<file path="config.mk">
export PLATFORM = sky130hd
export DESIGN_NAME = adc_mux_select_and_conversion_control
export DESIGN_NICKNAME = d
export VERILOG_FILES = /design/src/shared/adc_ctrl_pkg.sv /design/src/verilog/mux_select_decode.sv /design/src/verilog/bit_trial_engine.sv /design/src/verilog/adc_mux_select_and_conversion_control.sv
export SDC_FILE = /design/constraint.sdc
export NUM_CORES = 1
export LEC_CHECK = 0
export BUFFER_PORTS_ARGS = -buffer_cell sky130_fd_sc_hd__buf_4
export CAP_MARGIN = 10
export CELL_PAD_IN_SITES_DETAIL_PLACEMENT = 1
export CELL_PAD_IN_SITES_GLOBAL_PLACEMENT = 1
export CORE_MARGIN = 5
export CORE_UTILIZATION = 35
export DETAILED_ROUTE_END_ITERATION = 7
export GPL_ROUTABILITY_DRIVEN = 0
export PLACE_DENSITY = 0.72
export SYNTH_ARGS = -nofsm -noshare
export SYNTH_HDL_FRONTEND = slang
export SYNTH_SLANG_ARGS = --single-unit
export TNS_END_PERCENT = 1
</file>
<file path="constraint.sdc">
create_clock -name clk_in -period 2 [get_ports clk_in]
set_clock_uncertainty 0.2 [all_clocks]
set_input_delay 0.1 -clock clk_in [delete_from_list [all_inputs] [get_ports clk_in]]
set_output_delay 0.1 -clock clk_in [all_outputs]
set_load 0.05 [all_outputs]
</file>
<file path="src/shared/adc_ctrl_pkg.sv">
/*
 Package for the converter control block: widths, mux select codes, span codes, timing counts.
 Assumes a 100 MHz system clock.
*/
package adc_ctrl_pkg;
	localparam int CLK_PERIOD_NS = 10;
	localparam int RESULT_BITS = 12;
	localparam int ADDR_BITS = 4;
	localparam int LATCH_BITS = RESULT_BITS + ADDR_BITS;
	localparam int TRIAL_IDX_BITS = 4;
	localparam int ACQUIRE_NS = 150;
	localparam int ACQUIRE_CYCLES = (ACQUIRE_NS + CLK_PERIOD_NS - 1) / CLK_PERIOD_NS;
	localparam int ACQ_CNT_BITS = 5;
	localparam logic [3:0] NEG_SEL_RETURN = 4'h8;
	localparam logic [3:0] NEG_SEL_NONE = 4'hF;
	localparam logic [1:0] SPAN_UNI_HALF = 2'h0;
	localparam logic [1:0] SPAN_UNI_FULL = 2'h1;
	localparam logic [1:0] SPAN_BIP_QUARTER = 2'h2;
	localparam logic [1:0] SPAN_BIP_HALF = 2'h3;
	localparam logic [RESULT_BITS-1:0] TRIAL_RESET = 12'h000;
	localparam logic [LATCH_BITS-1:0] LATCH_RESET = 16'h0000;

	typedef enum logic [1:0] {
		st_idle,
		st_convert,
		st_load
	} conv_state_t;
endpackage

</file>
<file path="src/verilog/mux_select_decode.sv">
/*
 Input multiplexer select decode: positive and negative input numbers, gain and span code.
 Assumes select inputs are already latched by the caller.
*/
`timescale 1ns/100ps
module mux_select_decode
	import adc_ctrl_pkg::*;
(
	input wire logic pair_mode_select_in,
	input wire logic [2:0] chan_addr_in,
	input wire logic gain_select_in,
	input wire logic polarity_select_in,
	output logic [3:0] pos_sel_out,
	output logic [3:0] neg_sel_out,
	output logic [7:0] pos_onehot_out,
	output logic return_used_out,
	output logic [1:0] gain_out,
	output logic [1:0] span_code_out
);
	always_comb
	begin
		if (pair_mode_select_in)
		begin
			// Pair picked by upper bits, polarity by bit 0
			pos_sel_out = {1'b0, chan_addr_in[2:1], chan_addr_in[0]};
			neg_sel_out = {1'b0, chan_addr_in[2:1], ~chan_addr_in[0]};
			return_used_out = 1'b0;
		end
		else
		begin
			pos_sel_out = {1'b0, chan_addr_in};
			neg_sel_out = NEG_SEL_RETURN;
			return_used_out = 1'b1;
		end
		pos_onehot_out = 8'h01 << pos_sel_out[2:0];
		gain_out = gain_select_in ? 2'h1 : 2'h2;
		// Polarity then gain, as the four span codes
		span_code_out = {polarity_select_in, gain_select_in};
	end
endmodule

</file>
<file path="src/verilog/bit_trial_engine.sv">
/*
 Successive approximation engine: clears on start, trials MSB first, one bit per cycle.
 Assumes the comparator answer is valid for the trial word presented in the same cycle.
*/
`timescale 1ns/100ps
module bit_trial_engine
	import adc_ctrl_pkg::*;
(
	input wire logic clk_in,
	input wire logic sys_rst_in,
	input wire logic start_in,
	input wire logic cmp_high_in,
	output logic [RESULT_BITS-1:0] trial_word_out,
	output logic [RESULT_BITS-1:0] bit_trial_register_out,
	output logic done_out
);
	logic [TRIAL_IDX_BITS-1:0] idx;
	logic running;
	logic [RESULT_BITS-1:0] test_bit;

	assign test_bit = {{(RESULT_BITS-1){1'b0}}, 1'b1} << idx;
	assign trial_word_out = bit_trial_register_out | test_bit;

	always_ff @(posedge clk_in)
	begin
		if (sys_rst_in)
		begin
			running <= 1'b0;
			idx <= '0;
			done_out <= 1'b0;
			bit_trial_register_out <= TRIAL_RESET;
		end
		else if (start_in && !running)
		begin
			// Clear before the first decision
			bit_trial_register_out <= TRIAL_RESET;
			idx <= TRIAL_IDX_BITS'(RESULT_BITS - 1);
			running <= 1'b1;
			done_out <= 1'b0;
		end
		else if (running)
		begin
			if (cmp_high_in)
				bit_trial_register_out <= trial_word_out;
			if (idx == '0)
			begin
				running <= 1'b0;
				done_out <= 1'b1;
			end
			else
				idx <= idx - 1'b1;
		end
		else
			done_out <= 1'b0;
	end
endmodule

</file>
<file path="src/verilog/adc_mux_select_and_conversion_control.sv">
/*
 Digital side of an eight-input successive-approximation converter: select latching,
 mux decode, conversion sequencing, output latch and read drivers.
 Assumes all host strobes are synchronous to clk_in; the analog comparator is a port.
*/
`timescale 1ns/100ps
module adc_mux_select_and_conversion_control
	import adc_ctrl_pkg::*;
(
	input wire logic clk_in,
	input wire logic sys_rst_in,
	input wire logic chip_select_n_in,
	input wire logic conv_start_n_in,
	input wire logic read_n_in,
	input wire logic write_n_in,
	input wire logic pair_mode_select_in,
	input wire logic chan_addr_bit2_in,
	input wire logic chan_addr_bit1_in,
	input wire logic chan_addr_bit0_in,
	input wire logic gain_select_in,
	input wire logic polarity_select_in,
	input wire logic cmp_high_in,
	output logic [3:0] pos_sel_out,
	output logic [3:0] neg_sel_out,
	output logic [7:0] pos_onehot_out,
	output logic return_used_out,
	output logic [1:0] gain_out,
	output logic [1:0] span_code_out,
	output logic hold_capacitor_sample_out,
	output logic [RESULT_BITS-1:0] dac_trial_out,
	output logic busy_out,
	output logic acquire_done_out,
	output logic [LATCH_BITS-1:0] data_out,
	output logic data_oe_out
);
	// ------------------------------------------------------------
	// Select capture
	// ------------------------------------------------------------
	logic pair_mode;
	logic [2:0] chan_addr;
	logic gain_sel;
	logic pol_sel;
	logic [2:0] conv_addr;
	logic conv_pair;

	// Reloaded on every clock edge while write is low, holds once write is high
	always_ff @(posedge clk_in)
	begin
		if (sys_rst_in)
		begin
			pair_mode <= 1'b0;
			chan_addr <= 3'h0;
			gain_sel <= 1'b0;
			pol_sel <= 1'b0;
		end
		else if (!write_n_in)
		begin
			pair_mode <= pair_mode_select_in;
			chan_addr <= {chan_addr_bit2_in, chan_addr_bit1_in, chan_addr_bit0_in};
			gain_sel <= gain_select_in;
			pol_sel <= polarity_select_in;
		end
	end

	mux_select_decode u_decode (
		.pair_mode_select_in(pair_mode),
		.chan_addr_in(chan_addr),
		.gain_select_in(gain_sel),
		.polarity_select_in(pol_sel),
		.pos_sel_out(pos_sel_out),
		.neg_sel_out(neg_sel_out),
		.pos_onehot_out(pos_onehot_out),
		.return_used_out(return_used_out),
		.gain_out(gain_out),
		.span_code_out(span_code_out)
	);

	// ------------------------------------------------------------
	// Start detection
	// ------------------------------------------------------------
	logic conv_start_prev;
	logic start_fall;
	logic start_req;
	conv_state_t state;
	conv_state_t next_state;

	always_ff @(posedge clk_in)
	begin
		if (sys_rst_in)
			conv_start_prev <= 1'b1;
		else
			conv_start_prev <= conv_start_n_in;
	end

	assign start_fall = conv_start_prev && !conv_start_n_in;
	// Requests during a conversion are dropped, not queued
	assign start_req = start_fall && !chip_select_n_in && (state == st_idle);

	// ------------------------------------------------------------
	// Conversion sequence
	// ------------------------------------------------------------
	logic trial_done;
	logic [RESULT_BITS-1:0] trial_result;

	bit_trial_engine u_engine (
		.clk_in(clk_in),
		.sys_rst_in(sys_rst_in),
		.start_in(start_req),
		.cmp_high_in(cmp_high_in),
		.trial_word_out(dac_trial_out),
		.bit_trial_register_out(trial_result),
		.done_out(trial_done)
	);

	always_comb
	begin
		next_state = state;
		case (state)
			st_idle:
				if (start_req)
					next_state = st_convert;
			st_convert:
				if (trial_done)
					next_state = st_load;
			st_load:
				next_state = st_idle;
			default:
				next_state = st_idle;
		endcase
	end

	always_ff @(posedge clk_in)
	begin
		if (sys_rst_in)
			state <= st_idle;
		else
			state <= next_state;
	end

	// Channel code used by this conversion is frozen at its start
	always_ff @(posedge clk_in)
	begin
		if (sys_rst_in)
		begin
			conv_addr <= 3'h0;
			conv_pair <= 1'b0;
		end
		else if (start_req)
		begin
			conv_addr <= chan_addr;
			conv_pair <= pair_mode;
		end
	end

	// ------------------------------------------------------------
	// Output latch and busy
	// ------------------------------------------------------------
	always_ff @(posedge clk_in)
	begin
		if (sys_rst_in)
			data_out <= LATCH_RESET;
		else if (state == st_load)
			// Comparator sees positive minus negative; the low 12 bits are that difference, topped by the pair flag and channel code
			data_out <= {conv_pair, conv_addr, trial_result};
	end

	always_ff @(posedge clk_in)
	begin
		if (sys_rst_in)
			busy_out <= 1'b0;
		else if (start_req)
			busy_out <= 1'b1;
		else if (state == st_load)
			busy_out <= 1'b0;
	end

	assign hold_capacitor_sample_out = (state == st_idle);
	assign data_oe_out = !read_n_in && !chip_select_n_in;

	// ------------------------------------------------------------
	// Acquire timer
	// ------------------------------------------------------------
	// Only informs the host; a start before it expires is still honoured
	logic [ACQ_CNT_BITS-1:0] acq_cnt;

	always_ff @(posedge clk_in)
	begin
		if (sys_rst_in)
			acq_cnt <= ACQ_CNT_BITS'(ACQUIRE_CYCLES);
		else if (state != st_idle)
			acq_cnt <= '0;
		else if (acq_cnt != ACQ_CNT_BITS'(ACQUIRE_CYCLES))
			acq_cnt <= acq_cnt + 1'b1;
	end

	assign acquire_done_out = (acq_cnt == ACQ_CNT_BITS'(ACQUIRE_CYCLES));
endmodule

</file>
==> results.md <==
Power:
- The overall power of the completed layout is 2.65 mW.
- The worst-case IR drop observed on VDD is 0.000379 V.
- The cell leakage power is 1.35 nW.
- Dividing total power by cell area gives a power density of 873 nW/um2.

STA:
- The part of the cycle the worst path needs is 0.948.
- The total setup violations reported at the end of the flow is 0.
- Based on the critical path, the design can be clocked at up to 0.527 GHz.
- The worst slack on hold paths is 94.0 ps.
- The relative slew slack is 0.618.
- Setup repair after global routing left no endpoint under its margin.
- The number of max-slew violations in the final report came to 0.
- The clock period minus worst slack is 1900 ps.
- The actual slew at the worst max-slew pin is 565 ps.
- The hold violation count in the final report is 0.

Finish:
- The number of antenna diodes in the final layout is 0.
- The post-route standard cell area excluding fillers is 3030 um2.
- The library cell used most frequently in the layout, excluding fill and tap cells, is sky130_fd_sc_hd__buf_4.
- The filler cells instantiated in the layout total 737.
- Leaving out fill and tap cells, the most frequent cells in the layout are sky130_fd_sc_hd__buf_4 (75), sky130_fd_sc_hd__dfxtp_1 (51), sky130_fd_sc_hd__nand2_1 (40).
- Compared with the post-synthesis result, the final layout area differs by 36.9%.
- The fraction of final layout cells with drive strength greater than 1 is 0.285.
- The net count reported at finish is 347.

Synth:
- The cell area that synthesis handed to floorplanning was 2210 um2.
- The fraction of the yosys area taken by sequential cells is 0.479.
- The async set-reset flop share out of synthesis is 0.
- The commonest register cell after synthesis is sky130_fd_sc_hd__dfxtp_1.
- Yosys printed 0 warnings.
- Synthesis produced a netlist whose cell count is 259.
- The net count after synthesis is 274.
- Counting flops with a built-in enable in the synthesized netlist gives 0.
- The count of cell types in the netlist is 41.
- The number of synthesized register bits is 53.
- Each instance of the synthesized netlist takes up on average 8.55 um2.

Clock tree:
- The total number of clock tree sinks is 53.
- The maximum clock path buffer count is 2.
- TritonCTS built the clock tree.
- Clock-pin slew was measured on the worst setup and hold paths at 90 ps.
- The post-CTS setup buffer count is 0.
- The clock latency reported for the late side of the worst-skew pair is 310 ps.
- CTS placed an instance of sky130_fd_sc_hd__clkbuf_8 at the clock tree root.
- The maximum level of the CTS H-tree is 2.
- The clock buffer count from CTS is 5.

Status:
- The run finished with clean final reports.

Floorplanning:
- The number of standard-cell rows in the floorplan is 29.
- The boundary pin count is 66.
- For this configuration, the core starts out at a cell density of 0.355.
- The die covers 8020 um2.
- The vertical extent of the die is 89.5 um.
- The core outline area is 6240 um2.
- The die width is 89.5 um.

Worst setup path:
- The category of the worst setup path launch point is a flop.
- In this run the worst setup path begins at u_engine.idx[0].
- The worst-path maximum fanout is 10.
- For the worst setup path, the data arrival time is 1600 ps.
- The critical path capture point type is an output port.
- The worst setup path is of the reg2out kind.
- For the worst setup path, the data required time is 1700 ps.
- The worst register-to-register path begins at state[0].

Drt:
- The detailed router finished its first iteration with 83 violations.
- The average vias per placed instance is 4.91.
- After detailed routing, the total wire length is 6050 um.
- The met1 wire length is 2710 um.
- The routed via count is 2013.
- The first detailed-routing pass ran for 4 iterations.
- After detailed routing, the met2 layer carries 3080 um of wire.
- The number of DRC violations after detailed routing is 0.
- The highest routing layer actually used is met4.
- The routed wirelength normalized by instance count is 14.7 um.
- The detail route stage leaves a number of antenna-violating nets equal to 0.
- Detailed routing placed a total of 169 um of wire on met3.

Global route:
- The number of antenna violations at the first check in global routing is 0.
- The via count of the first global-routing pass is 1975.
- The wire length of the first global-routing pass is 9970 um.
- The overall fraction of global-route tracks in use is 0.161.
- The maximum number of pins on one net before global-route repair is 25.
- The remaining global-route overflow is 0.

Hold path:
- The hold path startpoint is chip_select_n_in.
- The worst min-delay path category is in2reg.

Place:
- The number of input and output port buffers inserted is 64.
- The HPWL after detailed placement is 4320 um.
- Once placement finished, the instance area stood at 2760 um2.

Job:
- Across the run, the number of max-cap violations was 0.
[area by class of cell]
type / instances / area (um2) / share of cell area
clock buffer: 7 / 86.3 / 0.0285
clock inverter: 1 / 30.0 / 0.00991
inverter: 5 / 18.8 / 0.00619
multi-input combinational: 177 / 1020 / 0.338
sequential: 53 / 1060 / 0.351
tap: 77 / 96.3 / 0.0318
timing repair buffer: 90 / 713 / 0.235
[report_power, final]
part	internal (mW)	switching [mW]	leakage [nW]	total, mW
registers	1.12	0.0723	0.432	1.20
logic	0.298	0.400	0.864	0.697
clock network	0.408	0.342	0.0585	0.751
[cell families (layout without fill, tap and decap cells)]
kind of cell    after synthesis  after routing  share of synthesized area
simple gates                104            104                      0.236
compound gates               59             59                      0.164
flops                        53             53                      0.479
buf+inv                      29            103                     0.0599
mux                           7              7                     0.0316
xor+xnor                      4              4                     0.0158
fa+ha+maj                     2              2                     0.0113
other cells                   1              1                    0.00169
[timing repair]
action | in CTS | in global routing
hold endpoints to repair | 20 | 0
hold buffers | 15 | 0
endpoints found under the setup margin | 3 | 5
resized for setup | 1 | 2
[routing by layer]
metal	up-vias	track usage
met4	0	0.0487
met2	23	0.273
met5	-	0
li1	1018	-
met1	965	0.203
met3	7	0.0332
[registers in the layout, indices dropped and copies added, names as in the netlist, 2 cells and up]
name / count
acq_cnt: 5
chan_addr: 3
conv_addr: 3
data_out: 16
state: 2
u_engine.bit_trial_register_out: 12
u_engine.idx: 4
[synth_stat cells, drive strengths merged, types with 3 or more instances]
library cell / number / area share
or2: 5 / 0.014
mux2i: 7 / 0.032
xnor2: 3 / 0.012
nor2: 26 / 0.044
buf: 12 / 0.031
inv: 5 / 0.0085
nand2b: 3 / 0.0085
nor2b: 5 / 0.014
a31o: 6 / 0.024
nand2: 40 / 0.068
dfxtp: 53 / 0.48
o21ai: 4 / 0.0090
clkbuf: 12 / 0.020
a21oi: 30 / 0.068
a21o: 10 / 0.034
and3: 3 / 0.0085
nor3b: 3 / 0.010
nor4b: 3 / 0.012
a31oi: 5 / 0.014
[final timing paths]
| check | to | slack, ps | cells after the start |
|---|---|---|---|
| min reg2reg | data_out[0] | 260 | 2 |
| max reg2reg | conv_addr[2] | 120 | 3 |
| max | dac_trial_out[0] | 100 | 3 |
| min | u_engine.idx[0] | 90 | 4 |
[worst max-delay path: stages (launching register included)]
cell and delay, ps:
sky130_fd_sc_hd__dfxtp_2 390, sky130_fd_sc_hd__or4_1 590, sky130_fd_sc_hd__nand2b_1 110, sky130_fd_sc_hd__buf_4 200
[through the flow]
| stage | cells | worst slack, ps | util | TNS, ps |
|---|---|---|---|---|
| 2_1_floorplan | 259 | -415 | - | -1350 |
| 3_3_place_gp | 387 | 197 | 0.442 | 0 |
| 3_5_place_dp | 387 | 147 | 0.442 | 0 |
| 4_1_cts | 410 | 11.4 | 0.485 | 0 |
| 5_1_grt | 410 | 10.8 | 0.486 | 0 |
| 6_report | 410 | 104 | 0.486 | 0 |
(Power assumes the default switching activity.)
